==> config.mk <==
export PLATFORM = sky130hd
export DESIGN_NAME = lpbp_mdio_regs
export DESIGN_NICKNAME = d
export VERILOG_FILES = /design/src/hdl/lpbp_snap.v /design/src/hdl/lpbp_mdio_regs.v
export VERILOG_INCLUDE_DIRS = /design/src /design/src/hdl
export SDC_FILE = /design/constraint.sdc
export NUM_CORES = 1
export LEC_CHECK = 0
export ABC_CLOCK_PERIOD_IN_PS = 5750
export BUFFER_PORTS_ARGS = -buffer_cell sky130_fd_sc_hd__buf_2
export CORE_MARGIN = 8
export CORE_UTILIZATION = 55
export CTS_CLUSTER_SIZE = 16
export DETAILED_ROUTE_END_ITERATION = 16
export HOLD_SLACK_MARGIN = 0.05
export PLACE_DENSITY = 0.72
export SLEW_MARGIN = 20
export SYNTH_ARGS = -nofsm -noshare
export SYNTH_HDL_FRONTEND = slang
export SYNTH_HIERARCHICAL = 1
export SYNTH_SLANG_ARGS = --single-unit
==> constraint.sdc <==
create_clock -name clk -period 5.75 [get_ports clk]
set_input_delay 0 -clock clk [delete_from_list [all_inputs] [get_ports clk]]
set_output_delay 0 -clock clk [all_outputs]
set_load 0.01 [all_outputs]
==> src/hdl/lpbp_map.vh <==
`ifndef LPBP_MAP_VH
`define LPBP_MAP_VH

// Management addressing
`define LPBP_DEVAD         5'h07
`define LPBP_ADDR_LOW      16'h0205
`define LPBP_ADDR_MID      16'h0206
`define LPBP_ADDR_HIGH     16'h0207
`define LPBP_ADDR_STEP     16'h0001
`define LPBP_ADDR_RST      16'h0000
`define LPBP_WORD_RST      16'h0000
`define LPBP_PHY_ADDR_DEF  5'h00

// Middle word bit positions
`define LPBP_MID_LONG      14
`define LPBP_MID_GIGA      7
`define LPBP_MID_SRFD      6
`define LPBP_MID_HUND      5
`define LPBP_MID_LEAD      4

// High word bit positions
`define LPBP_HIGH_EEE      14
`define LPBP_HIGH_ABLE     13
`define LPBP_HIGH_REQ      12
`define LPBP_HIGH_SRHD     11

// Frame fields within the 14-bit header
`define LPBP_HDR_ST        13:12
`define LPBP_HDR_OP        11:10
`define LPBP_HDR_PRT       9:5
`define LPBP_HDR_DEV       4:0
`define LPBP_HDR_RST       13'h0000

// Frame codes
`define LPBP_ST_C45        2'h0
`define LPBP_OP_ADDR       2'h0
`define LPBP_OP_WRITE      2'h1
`define LPBP_OP_PRINC      2'h2
`define LPBP_OP_READ       2'h3

// Frame bit counts
`define LPBP_PRE_LEN       6'h20
`define LPBP_PRE_RST       6'h00
`define LPBP_PRE_STEP      6'h01
`define LPBP_CNT_RST       5'h00
`define LPBP_CNT_STEP      5'h01
`define LPBP_HDR_FIRST     5'h01
`define LPBP_HDR_LAST      5'h0D
`define LPBP_TA_LAST       5'h01
`define LPBP_DATA_LAST     5'h0F

`endif

==> src/hdl/lpbp_snap.v <==
`timescale 1ns/1ps
`include "lpbp_map.vh"

module lpbp_snap (
  input  wire        clk,
  input  wire        rst,
  input  wire        snapTrig,
  input  wire        partnerLongReachAbility,
  input  wire        partnerGigabitAbility,
  input  wire        partnerShortReachFullDuplex,
  input  wire        partnerHundredMegAbility,
  input  wire        partnerLeaderSelect,
  input  wire        partnerLeaderForced,
  input  wire        partnerEnergyEfficientAbility,
  input  wire        partnerHighLevelAble,
  input  wire        partnerHighLevelRequest,
  input  wire        partnerShortReachHalfDuplex,
  output reg  [15:0] midWord_q,
  output reg  [15:0] highWord_q,
  output reg         leaderForced_q
);

  reg [15:0] midLive;
  reg [15:0] highLive;

  // Live words, reserved bits held at zero
  always @* begin
    midLive                    = `LPBP_WORD_RST;
    midLive[`LPBP_MID_LONG]    = partnerLongReachAbility;
    midLive[`LPBP_MID_GIGA]    = partnerGigabitAbility;
    midLive[`LPBP_MID_SRFD]    = partnerShortReachFullDuplex;
    midLive[`LPBP_MID_HUND]    = partnerHundredMegAbility;
    midLive[`LPBP_MID_LEAD]    = partnerLeaderSelect;
    highLive                   = `LPBP_WORD_RST;
    highLive[`LPBP_HIGH_EEE]   = partnerEnergyEfficientAbility;
    highLive[`LPBP_HIGH_ABLE]  = partnerHighLevelAble;
    highLive[`LPBP_HIGH_REQ]   = partnerHighLevelRequest;
    highLive[`LPBP_HIGH_SRHD]  = partnerShortReachHalfDuplex;
  end

  // Snapshot taken only on a low word read
  always @(posedge clk or posedge rst) begin
    if (rst) begin
      midWord_q      <= `LPBP_WORD_RST;
      highWord_q     <= `LPBP_WORD_RST;
      leaderForced_q <= 1'b0;
    end else if (snapTrig) begin
      midWord_q      <= midLive;
      highWord_q     <= highLive;
      leaderForced_q <= partnerLeaderForced;
    end
  end

endmodule // lpbp_snap

==> src/hdl/lpbp_mdio_regs.v <==
`timescale 1ns/1ps
`include "lpbp_map.vh"

// Contract
// Middle/high words at 0x0206/0x0207, reset zero
// Snapshot both words on low word read
// Reads return snapshot, never live page
// Middle bit 14: long-reach 10M ability
// Middle bit 7: gigabit ability
// Middle bit 6: short-reach full duplex
// Middle bit 5: hundred-meg ability
// Middle bit 4: leader one, follower zero
// Forced bit qualifies leader bit meaning
// High bit 14: energy-efficient ability
// High bit 13: high-level transmit able
// High bit 12: high-level transmit requested
// High bit 11: short-reach half duplex
// Low word read triggers both snapshots
// Low level unless both able; else request
// Reserved bits zero, writes ignored
module lpbp_mdio_regs #(
  parameter [4:0] PHY_ADDR = `LPBP_PHY_ADDR_DEF
) (
  input  wire clk,
  input  wire rst,
  input  wire mdc,
  input  wire mdioIn,
  output reg  mdioOut_q,
  output reg  mdioOe_q,
  input  wire partnerLongReachAbility,
  input  wire partnerGigabitAbility,
  input  wire partnerShortReachFullDuplex,
  input  wire partnerHundredMegAbility,
  input  wire partnerLeaderSelect,
  input  wire partnerLeaderForced,
  input  wire partnerEnergyEfficientAbility,
  input  wire partnerHighLevelAble,
  input  wire partnerHighLevelRequest,
  input  wire partnerShortReachHalfDuplex,
  input  wire localHighLevelAble,
  input  wire localHighLevelRequest,
  output wire partnerLeaderSelect_q,
  output wire partnerLeaderForced_q,
  output reg  highLevelSel_q
);

  localparam [1:0] ST_PRE  = 2'h0;
  localparam [1:0] ST_HDR  = 2'h1;
  localparam [1:0] ST_TA   = 2'h2;
  localparam [1:0] ST_DATA = 2'h3;

  reg  [1:0]  state_q;
  reg         mdcPrev_q;
  reg  [5:0]  onesCnt_q;
  reg  [4:0]  bitCnt_q;
  reg  [12:0] hdr_q;
  reg  [1:0]  op_q;
  reg         hit_q;
  reg         drive_q;
  reg  [15:0] txShift_q;
  reg  [15:0] rxShift_q;
  reg  [15:0] addr_q;
  reg         snapTrig_q;
  reg  [15:0] rdData;

  wire [15:0] midWord;
  wire [15:0] highWord;
  wire        mdcRise;
  wire [13:0] hdrFull;
  wire        hdrHit;
  wire        hdrRead;
  wire        ownAddr;

  assign mdcRise = mdc & ~mdcPrev_q;
  assign hdrFull = {hdr_q, mdioIn};
  assign hdrHit  = (hdrFull[`LPBP_HDR_ST] == `LPBP_ST_C45) &&
                   (hdrFull[`LPBP_HDR_PRT] == PHY_ADDR) &&
                   (hdrFull[`LPBP_HDR_DEV] == `LPBP_DEVAD);
  assign hdrRead = (hdrFull[`LPBP_HDR_OP] == `LPBP_OP_READ) ||
                   (hdrFull[`LPBP_HDR_OP] == `LPBP_OP_PRINC);
  assign ownAddr = (addr_q == `LPBP_ADDR_MID) || (addr_q == `LPBP_ADDR_HIGH);

  assign partnerLeaderSelect_q = midWord[`LPBP_MID_LEAD];

  // Read mux over snapshot words only
  always @* begin
    case (addr_q)
      `LPBP_ADDR_MID:  rdData = midWord;
      `LPBP_ADDR_HIGH: rdData = highWord;
      default:         rdData = `LPBP_WORD_RST;
    endcase
  end

  lpbp_snap uSnap (
    .clk                           (clk),
    .rst                           (rst),
    .snapTrig                      (snapTrig_q),
    .partnerLongReachAbility       (partnerLongReachAbility),
    .partnerGigabitAbility         (partnerGigabitAbility),
    .partnerShortReachFullDuplex   (partnerShortReachFullDuplex),
    .partnerHundredMegAbility      (partnerHundredMegAbility),
    .partnerLeaderSelect           (partnerLeaderSelect),
    .partnerLeaderForced           (partnerLeaderForced),
    .partnerEnergyEfficientAbility (partnerEnergyEfficientAbility),
    .partnerHighLevelAble          (partnerHighLevelAble),
    .partnerHighLevelRequest       (partnerHighLevelRequest),
    .partnerShortReachHalfDuplex   (partnerShortReachHalfDuplex),
    .midWord_q                     (midWord),
    .highWord_q                    (highWord),
    .leaderForced_q                (partnerLeaderForced_q)
  );

  // Transmit level resolution
  always @(posedge clk or posedge rst) begin
    if (rst) begin
      highLevelSel_q <= 1'b0;
    end else begin
      highLevelSel_q <= localHighLevelAble & partnerHighLevelAble &
                        (localHighLevelRequest | partnerHighLevelRequest);
    end
  end

  // Management frame engine
  always @(posedge clk or posedge rst) begin
    if (rst) begin
      state_q    <= ST_PRE;
      mdcPrev_q  <= 1'b0;
      onesCnt_q  <= `LPBP_PRE_RST;
      bitCnt_q   <= `LPBP_CNT_RST;
      hdr_q      <= `LPBP_HDR_RST;
      op_q       <= `LPBP_OP_ADDR;
      hit_q      <= 1'b0;
      drive_q    <= 1'b0;
      txShift_q  <= `LPBP_WORD_RST;
      rxShift_q  <= `LPBP_WORD_RST;
      addr_q     <= `LPBP_ADDR_RST;
      snapTrig_q <= 1'b0;
      mdioOut_q  <= 1'b0;
      mdioOe_q   <= 1'b0;
    end else begin
      mdcPrev_q  <= mdc;
      snapTrig_q <= 1'b0;
      if (mdcRise) begin
        case (state_q)
          ST_PRE: begin
            if (mdioIn) begin
              if (onesCnt_q != `LPBP_PRE_LEN) begin
                onesCnt_q <= onesCnt_q + `LPBP_PRE_STEP;
              end
            end else begin
              if (onesCnt_q == `LPBP_PRE_LEN) begin
                state_q  <= ST_HDR;
                bitCnt_q <= `LPBP_HDR_FIRST;
                hdr_q    <= `LPBP_HDR_RST;
              end
              onesCnt_q <= `LPBP_PRE_RST;
            end
          end
          ST_HDR: begin
            if (bitCnt_q == `LPBP_HDR_LAST) begin
              state_q  <= ST_TA;
              bitCnt_q <= `LPBP_CNT_RST;
              op_q     <= hdrFull[`LPBP_HDR_OP];
              hit_q    <= hdrHit;
              drive_q  <= hdrHit & hdrRead & ownAddr;
              txShift_q <= rdData;
              if (hdrHit && hdrRead && (addr_q == `LPBP_ADDR_LOW)) begin
                snapTrig_q <= 1'b1;
              end
            end else begin
              hdr_q    <= {hdr_q[11:0], mdioIn};
              bitCnt_q <= bitCnt_q + `LPBP_CNT_STEP;
            end
          end
          ST_TA: begin
            if (bitCnt_q == `LPBP_TA_LAST) begin
              state_q  <= ST_DATA;
              bitCnt_q <= `LPBP_CNT_RST;
              if (drive_q) begin
                mdioOut_q <= txShift_q[15];
                txShift_q <= {txShift_q[14:0], 1'b0};
              end
            end else begin
              bitCnt_q <= bitCnt_q + `LPBP_CNT_STEP;
              if (drive_q) begin
                mdioOe_q  <= 1'b1;
                mdioOut_q <= 1'b0;
              end
            end
          end
          ST_DATA: begin
            rxShift_q <= {rxShift_q[14:0], mdioIn};
            if (bitCnt_q == `LPBP_DATA_LAST) begin
              state_q   <= ST_PRE;
              bitCnt_q  <= `LPBP_CNT_RST;
              onesCnt_q <= `LPBP_PRE_RST;
              drive_q   <= 1'b0;
              mdioOe_q  <= 1'b0;
              mdioOut_q <= 1'b0;
              if (hit_q) begin
                case (op_q)
                  `LPBP_OP_ADDR:  addr_q <= {rxShift_q[14:0], mdioIn};
                  `LPBP_OP_PRINC: addr_q <= addr_q + `LPBP_ADDR_STEP;
                  default:        addr_q <= addr_q;
                endcase
              end
            end else begin
              bitCnt_q <= bitCnt_q + `LPBP_CNT_STEP;
              if (drive_q) begin
                mdioOut_q <= txShift_q[15];
                txShift_q <= {txShift_q[14:0], 1'b0};
              end
            end
          end
          default: begin
            state_q <= ST_PRE;
          end
        endcase
      end
    end
  end

endmodule // lpbp_mdio_regs

# [Word level (Yosys, flattened, before mapping)]
# Cells that the tools add are included.
[totals] regBits=92 inputBits=16 out_inout_bits=5 wordCells=123
[classes] add_sub_neg=3 n_eq_ne=26 muxes=42 n_bitwise=7 reduce_logical=27
[op_table] operator="two-way mux 16 bit" count=4
[op_table] operator="== test 16 x 10 -> 1 bit (second input constant)" count=3
[op_table] operator="case mux 16 bit (3 select lines)" count=1
[op_table] operator="two-way mux 13 bit" count=3
[op_table] operator="case mux 16 bit (2 select lines)" count=1
[op_table] operator="case mux 15 bit (2 select lines)" count=1
[op_table] operator="case mux 13 bit (2 select lines)" count=1
[op_table] operator="two-way mux 5 bit" count=5
[op_table] operator="case mux 5 bit (4 select lines)" count=1
[op_table] operator="AND reduction 5 bit" count=4
[op_table] operator="two-way mux 6 bit" count=3
[op_table] operator="inequality test 2 bit (second input constant)" count=9
[op_table] operator="adder 16 x 1 -> 16 bit (second input constant)" count=1
[op_table] operator="two-way mux 1 bit" count=12
[op_table] operator="case mux 6 bit (2 select lines)" count=1
[op_table] operator="== test 2 bit (second input constant)" count=5
[op_table] operator="== test 5 x 4 -> 1 bit (second input constant)" count=2
[op_table] operator="two-way mux 2 bit" count=5
[op_table] operator="nonzero test 2 bit" count=5
[op_table] operator="AND reduction 3 bit" count=3
[op_table] operator="case mux 2 bit (4 select lines)" count=1
[op_table] operator="AND reduction 4 bit" count=2
[op_table] operator="adder 6 x 1 -> 6 bit (second input constant)" count=1
[op_table] operator="== test 6 bit (second input constant)" count=1
[op_table] operator="other kinds (17)" count=30

# [Longest topological paths before layout]
# Gate-level depths: netlist of run 1.
[depth] depth_word=9 mapped_depth=11

# [By module]
# The synthesis of run 1 kept the hierarchy.
[by_module_without_submodules] mod="lpbp_mdio_regs" n_inst=1 cells_each=465 area_per_inst_um2=4554.4
[by_module_without_submodules] mod="lpbp_snap" n_inst=1 cells_each=46 area_per_inst_um2=591.8

# [Worst setup path after synthesis of run 1]
# Ideal clock, no wire load.
[synth_timing] path_type="register to register" from="reg bitCnt_q[0]" to="reg onesCnt_q[4]" t_arrival_ns=1.912 path_slack_ns=3.769 path_stages_with_launch=9 n_path_buf=0 synth_period_minus_slack_ns=1.981 cell_sequence="dfrtp_1 -> ha_1 -> nand3_1 -> inv_1 -> ha_1 -> nand2b_1 -> o2111ai_2 -> or4_1 -> nand3_1"
[synth_via] elab_chain_cells=3
[synth_lines] item="from (decl)" line_no="lpbp_mdio_regs.v:55" source="reg [4:0] bitCnt_q;"
[synth_lines] item="from (signal assigned)" line_no="lpbp_mdio_regs.v:129" source="bitCnt_q <= `LPBP_CNT_RST;"
[synth_lines] item="from (signal assigned)" line_no="lpbp_mdio_regs.v:153" source="bitCnt_q <= `LPBP_HDR_FIRST;"
[synth_lines] item="from (signal assigned)" line_no="lpbp_mdio_regs.v:162" source="bitCnt_q <= `LPBP_CNT_RST;"
[synth_lines] item="== test 5 x 4 -> 1 bit (no line)"
[synth_lines] item="inequality test 2 bit (no line)"
[synth_lines] item="AND reduction 4 bit (no line)"
[synth_lines] item="to (signal assigned)" line_no="lpbp_mdio_regs.v:128" source="onesCnt_q <= `LPBP_PRE_RST;"
[synth_lines] item="to (signal assigned)" line_no="lpbp_mdio_regs.v:148" source="onesCnt_q <= onesCnt_q + `LPBP_PRE_STEP;"
[synth_lines] item="to (signal assigned)" line_no="lpbp_mdio_regs.v:156" source="onesCnt_q <= `LPBP_PRE_RST;"
[synth_lines] item="to (decl)" line_no="lpbp_mdio_regs.v:54" source="reg [5:0] onesCnt_q;"
# Every way passes these cells.
# A chain may end at the register's enable or synchronous reset.

# [Worst setup path after layout of run 1]
[layout_timing] from="reg state_q[1]" to="reg addr_q[10]"
[layout_via] elab_chain_cells=2
[layout_lines] item="from (decl)" line_no="lpbp_mdio_regs.v:52" source="reg [1:0] state_q;"
[layout_lines] item="from (signal assigned)" line_no="lpbp_mdio_regs.v:126" source="state_q <= ST_PRE;"
[layout_lines] item="from (signal assigned)" line_no="lpbp_mdio_regs.v:152" source="state_q <= ST_HDR;"
[layout_lines] item="from (signal assigned)" line_no="lpbp_mdio_regs.v:161" source="state_q <= ST_TA;"
[layout_lines] item="== test 2 bit" line_no="lpbp_mdio_regs.v:144" source="case (state_q)"
[layout_lines] item="AND reduction 5 bit (no line)"
[layout_lines] item="to (signal assigned)" line_no="lpbp_mdio_regs.v:136" source="addr_q <= `LPBP_ADDR_RST;"
[layout_lines] item="to (signal assigned)" line_no="lpbp_mdio_regs.v:202" source="`LPBP_OP_ADDR: addr_q <= {rxShift_q[14:0], mdioIn};"
[layout_lines] item="to (signal assigned)" line_no="lpbp_mdio_regs.v:203" source="`LPBP_OP_PRINC: addr_q <= addr_q + `LPBP_ADDR_STEP;"
[layout_lines] item="to (decl)" line_no="lpbp_mdio_regs.v:62" source="reg [15:0] addr_q;"
# Every way passes these cells.

==> impl_metrics.csv, run 1 <==
group,metric,value,unit
cts,cts.path.max_buffers,2,
worst_setup_path,crit_start,"state_q[1]",
yosys,yosysSeqAreaShare,0.447,
sta,fin_crit,2820,ps
drt,via_count,3669,
die,rows,35,
die,dieArea,12700,sq um
worst_setup_path,worstSetupStartpointType,"flip-flop",
cells_and_area,layout_commonest_cell,"dfrtp_1",
yosys,synth-async-reset-ratio,1.00,
worst_setup_path,slowest_delay,930,ps
worst_setup_path,timing.critical_path.cells,"ha_1 > nand3b_2 > nor3_2 > o21ai_0 > nand2_1 > o21ai_0",
cts,clk_latency,360,ps
sta,hold_slack,187,ps
worst_setup_path,path_max_fanout,18,
sta,setup_violations,0,
sta,rsz0062_at_grt,"no",
global_routing,antenna_found_initial,0,
global_routing,grt_pass1_wl,17500,microns
sta,hold_violations,0,
cts,clock-sinks,92,
cts,post_cts_resized,0,
global_routing,grt_overflow,0,
sta,report.final.slew_viol_count,0,
die,start_util,0.562,
worst_setup_path,arrival,3050,ps
global_routing,grt_max_degree,83,
place,port_buffers,20,
cells_and_area,fin_cells,647,
flow_run,drv_cap,0,
yosys,netlist_instances,511,
drt,wire_per_inst,15.7,microns
die,fp.dieH,113,microns
yosys,ys_ff_latch,92,
hold_path,hold_path_class,"in -> async",
cts,holdBufCountCts,15,
cells_and_area,drive_above_1_share,0.181,
cts,htreeDepth,3,
worst_setup_path,path_common_cell,"o21ai_0",
power_and_ir_drop,ir_worst_vdd,0.000317,V
place,gp_congestion,0.778,
worst_setup_path,cp-end-kind,"flip-flop",
cts,cts_tree,"yes",
worst_setup_path,crit_type,"reg -> reg",
sta,worst-slew-pin-transition,1030,ps
worst_setup_path,r2r-start,"state_q[1]",
yosys,avgSynthCellArea,10.1,sq um
cells_and_area,syn_to_final_growth,7.63,%
place,placed_cells,616,
cells_and_area,layout_common_cells,"92 x dfrtp_1, 59 x nand2_1, 34 x nor2_1, 28 x inv_1, 25 x o21ai_0",
sta,relSlewSlack,0.314,
sta,tns,0,ps
die,die_w,113,microns
status,status,"completed",
yosys,ys_warn_count,6,
cells_and_area,nets,561,
die,coreArea,9150,sq um
cts,post-cts-setup-buffers,0,
sta,max_clock_freq,0.355,GHz
drt,drt-total-wl,10200,microns
global_routing,grt_usage,0.168,
cts,cts.clk_slew.worst_paths,100,ps
sta,period_share,0.490,
drt,drtIter0Drc,207,
drt,drc,0,
drt,final_antenna_net_count,0,
worst_setup_path,worst_path_max_delay_cell,"nor3_2",
cts,cts_root_buf,"clkbuf_8",
worst_setup_path,path_buf_inv,0,
yosys,syn_area,5150,sq um
cells_and_area,n_antenna_cell,0,
yosys,yosys.cell_types.count,64,
drt,dr.pass1.iters,7,
yosys,synth_edf_count,0,
drt,vias_per_cell,5.67,
worst_setup_path,path_delay_family,"simple AND/OR/NAND/NOR gates",
power_and_ir_drop,power.density,391,nW/um^2
place,dpl.hpwl,6700,microns
worst_setup_path,cp.required,5980,ps
power_and_ir_drop,leakage,2.48,nW
sta,fin_skew,13.3,ps
cts,cts_inserted_buffers,9,
die,io_pins,21,
global_routing,grt_pass1_vias,3512,
yosys,synthFlopType,"dfrtp_1",
[layout make-up]
| class | instances | area [sq um] |
|---|---|---|
| fill | 730 | 3610 |
| timing repair buffer | 38 | 277 |
| inverter | 29 | 110 |
| multi-input combinational | 361 | 2490 |
| sequential | 92 | 2300 |
| clock buffer | 9 | 124 |
| clock inverter | 7 | 97.6 |
| tap | 111 | 139 |
[cells by family after synthesis]
kind of cell,after synthesis,share of synthesized area
muxes,43,0.0990
adders and majority gates,14,0.0340
buffers and inverters,80,0.0849
other,1,0.000729
and+or+nand+nor,167,0.166
DFF,92,0.447
AOI/OAI and AO/OA,114,0.168
[registers in the layout, indices dropped and copies added (netlist names), 2 cells and up]
register and cells:
uSnap/highWord_q 4, addr_q 16, op_q 2, rxShift_q 15, bitCnt_q 5, hdr_q 13
txShift_q 16, onesCnt_q 6, uSnap/midWord_q 5, state_q 2
[path summary, 6_finish.rpt]
check	to	slack [ps]	depth (start not counted)
worst max-delay path	addr_q[10]	2930	6
worst min-delay path	uSnap/midWord_q[5]	190	3
worst max register to register	addr_q[10]	2930	6
worst min register to register	hit_q	480	2
max in group asynchronous	hdr_q[8]	4810	4
min in group clk	mdcPrev_q	360	2
[cells in the mapped netlist, types with 5 or more instances]
| master | number | area [sq um] |
|---|---|---|
| dfrtp_1 | 92 | 2300 |
| nand2_1 | 59 | 221 |
| nor2_1 | 34 | 128 |
| inv_1 | 29 | 109 |
| buf_4 | 26 | 195 |
| o21ai_0 | 25 | 125 |
| nand3_1 | 22 | 110 |
| a21oi_1 | 19 | 95.1 |
| mux2i_1 | 16 | 160 |
| a221oi_1 | 15 | 131 |
| mux2_2 | 15 | 169 |
| ha_1 | 14 | 175 |
| o31ai_2 | 13 | 163 |
| clkbuf_1 | 12 | 45.0 |
| mux2_4 | 12 | 180 |
| nand2b_1 | 7 | 43.8 |
| a2bb2oi_1 | 6 | 52.6 |
| buf_2 | 6 | 30.0 |
| nand4_1 | 5 | 31.3 |
| nor3_1 | 5 | 25.0 |
| nor4_1 | 5 | 31.3 |
| o31ai_1 | 5 | 37.5 |
[per-layer routing]
layer / track usage / up-vias / share of wire / wire [microns]
li1: - / 1820 / - / -
met1: 0.228 / 1778 / 0.47 / 4800
met2: 0.260 / 57 / 0.48 / 4930
met3: 0.0383 / 14 / 0.029 / 295
met4: 0.0531 / 0 / 0.014 / 140
met5: 0 / - / 0 / 0
[worst register-to-register path, delay by kind of cell, from the launching register on]
kind | cells | cell delay, ps
compound gates | 2 | 270
simple gates | 3 | 1460
fa+ha+maj | 1 | 510
flops | 1 | 440
[metrics by stage]
step	instance area, sq um	utilization	power (mW)	worst slack [ps]
2_1_floorplan	5230	-	1.53	3640
3_3_place_gp	5160	0.564	1.64	3020
3_5_place_dp	5160	0.564	1.68	2950
4_1_cts	5540	0.605	2.18	2940
5_1_grt	5540	0.605	2.32	2700
6_report	5540	0.605	2.16	2930
[power breakdown]
part / total, mW / switching (mW) / internal, mW / leakage [nW]
combinational: 0.782 / 0.473 / 0.308 / 1.13
sequential: 0.891 / 0.110 / 0.781 / 1.24
clock: 0.493 / 0.245 / 0.247 / 0.106
Note: power is estimated with default switching activity, not from simulation.
==> run 2, diff against run 1 <==
--- a/config.mk
+++ b/config.mk
@@ -6,7 +6,8 @@
 export SDC_FILE = /design/constraint.sdc
 export NUM_CORES = 1
 export LEC_CHECK = 0
-export ABC_CLOCK_PERIOD_IN_PS = 5750
+export ABC_AREA = 1
+export ABC_CLOCK_PERIOD_IN_PS = 2800
 export BUFFER_PORTS_ARGS = -buffer_cell sky130_fd_sc_hd__buf_2
 export CORE_MARGIN = 8
 export CORE_UTILIZATION = 55
==> constraint.sdc (replaced) <==
create_clock -name clk -period 2.8 [get_ports clk]
set_input_delay 0 -clock clk [delete_from_list [all_inputs] [get_ports clk]]
set_output_delay 0 -clock clk [all_outputs]
set_load 0.01 [all_outputs]
==> impl_metrics.csv, run 2 <==
group,metric,value,unit
status,status,"completed",
die,fp.dieH,117,microns
global_routing,grt_overflow,0,
worst_setup_path,r2r-start,"bitCnt_q[0]",
worst_setup_path,path_buf_inv,1,
yosys,yosysSeqAreaShare,0.408,
worst_setup_path,path_max_fanout,32,
sta,fin_crit,2040,ps
place,dpl_cell_area,5680,sq um
place,dpl.hpwl,8060,microns
yosys,yosys.cell_types.count,36,
flow_run,drv_cap,0,
sta,rsz0062_at_grt,"no",
drt,final_antenna_net_count,0,
yosys,synth-async-reset-ratio,1.00,
sta,fin_skew,16.8,ps
worst_setup_path,worstSetupStartpointType,"flip-flop",
drt,via_count,4755,
worst_setup_path,path_delay_family,"simple AND/OR/NAND/NOR gates",
drt,dr.pass1.iters,5,
place,port_buffers,20,
sta,report.final.slew_viol_count,0,
place,place_ws,784,ps
cells_and_area,drive_above_1_share,0.121,
die,die_w,117,microns
worst_setup_path,timing.critical_path.cells,"ha_1 > nand2_1 > inv_1 > ha_1 > nand2_1 > nand2_1 > nor2_2 > nand3_4 > nor2_1 > nand2_1 > nand2_1",
global_routing,grt_pass1_wl,21100,microns
power_and_ir_drop,leakage,3.20,nW
global_routing,grt_max_degree,48,
drt,drc,0,
cells_and_area,layout_commonest_cell,"nand2_1",
worst_setup_path,r2r_cells,11,
yosys,yosysMostFrequentCell,"nand2_1",
cts,post_cts_resized,0,
sta,setup_ws,760,ps
die,coreArea,10100,sq um
hold_path,hold_path_class,"in -> async",
yosys,ys_ff_latch,92,
cts,holdBufCountCts,15,
worst_setup_path,path_common_cell,"nand2_1",
cells_and_area,fin_cells,940,
global_routing,antenna_found_initial,0,
global_routing,grt_usage,0.189,
worst_setup_path,cp.required,3110,ps
cts,cts_root_buf,"clkbuf_8",
sta,setup_violations,0,
cts,post-cts-setup-buffers,0,
place,placed_cells,910,
sta,worst-slew-pin-transition,870,ps
yosys,netlist_instances,777,
worst_setup_path,ff2ff_setup_slack,760,ps
cells_and_area,n_fill_cell,937,
drt,drt-total-wl,11800,microns
yosys,synth_top_area_cell,"dfrtp_1",
power_and_ir_drop,power.density,596,nW/um^2
cts,clock-sinks,92,
worst_setup_path,slowest_delay,440,ps
die,start_util,0.556,
power_and_ir_drop,ir_worst_vdd,0.000350,V
yosys,synth_common_cells,"238 x nand2_1, 92 x dfrtp_1, 87 x nor2_1",
worst_setup_path,timing.rr.end,"txShift_q[15]",
cells_and_area,top_regs,"addr_q: 16 flops, txShift_q: 16 flops, rxShift_q: 15 flops",
cts,cts.path.max_buffers,2,
cells_and_area,design_area,5990,sq um
yosys,synth.area.top_cells,"dfrtp_1 41%, nand2_1 16%, nand3_1 7.3%",
sta,hold_violations,0,
sta,period_share,0.729,
cts,clk_latency,370,ps
cells_and_area,n_antenna_cell,0,
cts,cts_tree,"yes",
global_routing,grt_pass1_vias,4699,
worst_setup_path,crit_type,"reg -> reg",
yosys,ys_warn_count,6,
worst_setup_path,cp-end-kind,"flip-flop",
cts,htreeDepth,3,
yosys,synth_top_area_share,0.408,
drt,vias_per_cell,5.06,
place,gp_congestion,0.870,
yosys,avgSynthCellArea,7.26,sq um
worst_setup_path,arrival,2350,ps
yosys,synthFlopType,"dfrtp_1",
yosys,syn_area,5640,sq um
yosys,synth_edf_count,0,
die,rows,37,
worst_setup_path,worst_path_max_delay_cell,"dfrtp_1",
drt,drtIter0Drc,397,
die,io_pins,21,
sta,max_clock_freq,0.490,GHz
die,dieArea,13800,sq um
sta,relSlewSlack,0.420,
cts,cts_inserted_buffers,9,
cells_and_area,syn_to_final_growth,6.28,%
drt,wire_per_inst,12.5,microns
sta,tns,0,ps
cts,cts.clk_slew.worst_paths,90,ps
worst_setup_path,crit_start,"bitCnt_q[0]",
cells_and_area,nets,830,
cells_and_area,layout_common_cells,"238 x nand2_1, 92 x dfrtp_1, 87 x nor2_1, 82 x nand3_1, 74 x inv_1",
==> run 2: changes by cell type after synthesis, sizes merged, moves of 7 or more <==
| cell | change |
|---|---|
| nand2 | +207 |
| nor2 | +68 |
| nand3 | +61 |
| inv | +56 |
| mux2 | -27 |
| o31ai | -17 |
| a221oi | -15 |
| mux2i | -15 |
| nor3 | -8 |
| a2bb2oi | -7 |
| o21ai | +7 |
==> run 2: layout make-up <==
cell class / count / area, sq um / share of cell area
sequential: 92 / 2300 / 0.384
clock buffer: 13 / 159 / 0.0265
tap: 136 / 170 / 0.0284
clock inverter: 2 / 10.0 / 0.00167
timing repair buffer: 40 / 300 / 0.0501
inverter: 86 / 328 / 0.0547
multi-input combinational: 571 / 2730 / 0.455
==> run 2: power by group <==
group / internal (mW) / switching [mW] / total, mW
Sequential: 1.53 / 0.135 / 1.66
Clock: 0.366 / 0.474 / 0.840
Combinational: 0.367 / 0.707 / 1.07
==> run 2: cell families after synthesis <==
group                    Yosys count  share of synthesized area
AO/OA/AOI/OAI                     63                     0.0639
XOR/XNOR                           6                    0.00932
adder cells (fa/ha/maj)           14                     0.0311
buffers and inverters            136                      0.123
flip-flops                        92                      0.408
multiplexers                       1                    0.00177
other                              1                   0.000665
AND/OR/NAND/NOR                  464                      0.362
==> run 2: worst max path at each step <==
stage | endpoint | slack, ps | cells past startpoint
finish | txShift_q[15] | 760 | 11
global route | txShift_q[6] | 510 | 11
CTS | txShift_q[15] | 770 | 11
detailed placement | txShift_q[3] | 780 | 11
global placement | txShift_q[15] | 870 | 11
floorplan | addr_q[0] | 690 | 1
==> run 2: worst reg2reg max path, delay by kind of cell (launching register included) <==
family | cells | cell delay (ps)
and+or+nand+nor | 8 | 1050
adders and majority gates | 2 | 440
buffers and inverters | 1 | 50
DFF | 1 | 440
==> run 2: per-layer routing <==
metal / GRT usage / wire length [microns] / vias up
met5: 0 / 0 / -
met4: 0.0708 / 157 / 0
met3: 0.0272 / 485 / 14
met2: 0.326 / 5730 / 96
met1: 0.233 / 5400 / 2233
li1: - / - / 2412
==> run 2: metrics by stage <==
| step | utilization | total power, mW | hold slack (ps) |
|---|---|---|---|
| 2_1_floorplan | - | 2.55 | -160 |
| 3_3_place_gp | 0.560 | 2.69 | 7.04 |
| 3_5_place_dp | 0.560 | 2.74 | 21.8 |
| 4_1_cts | 0.591 | 3.59 | 168 |
| 5_1_grt | 0.591 | 3.84 | 201 |
| 6_report | 0.591 | 3.57 | 169 |
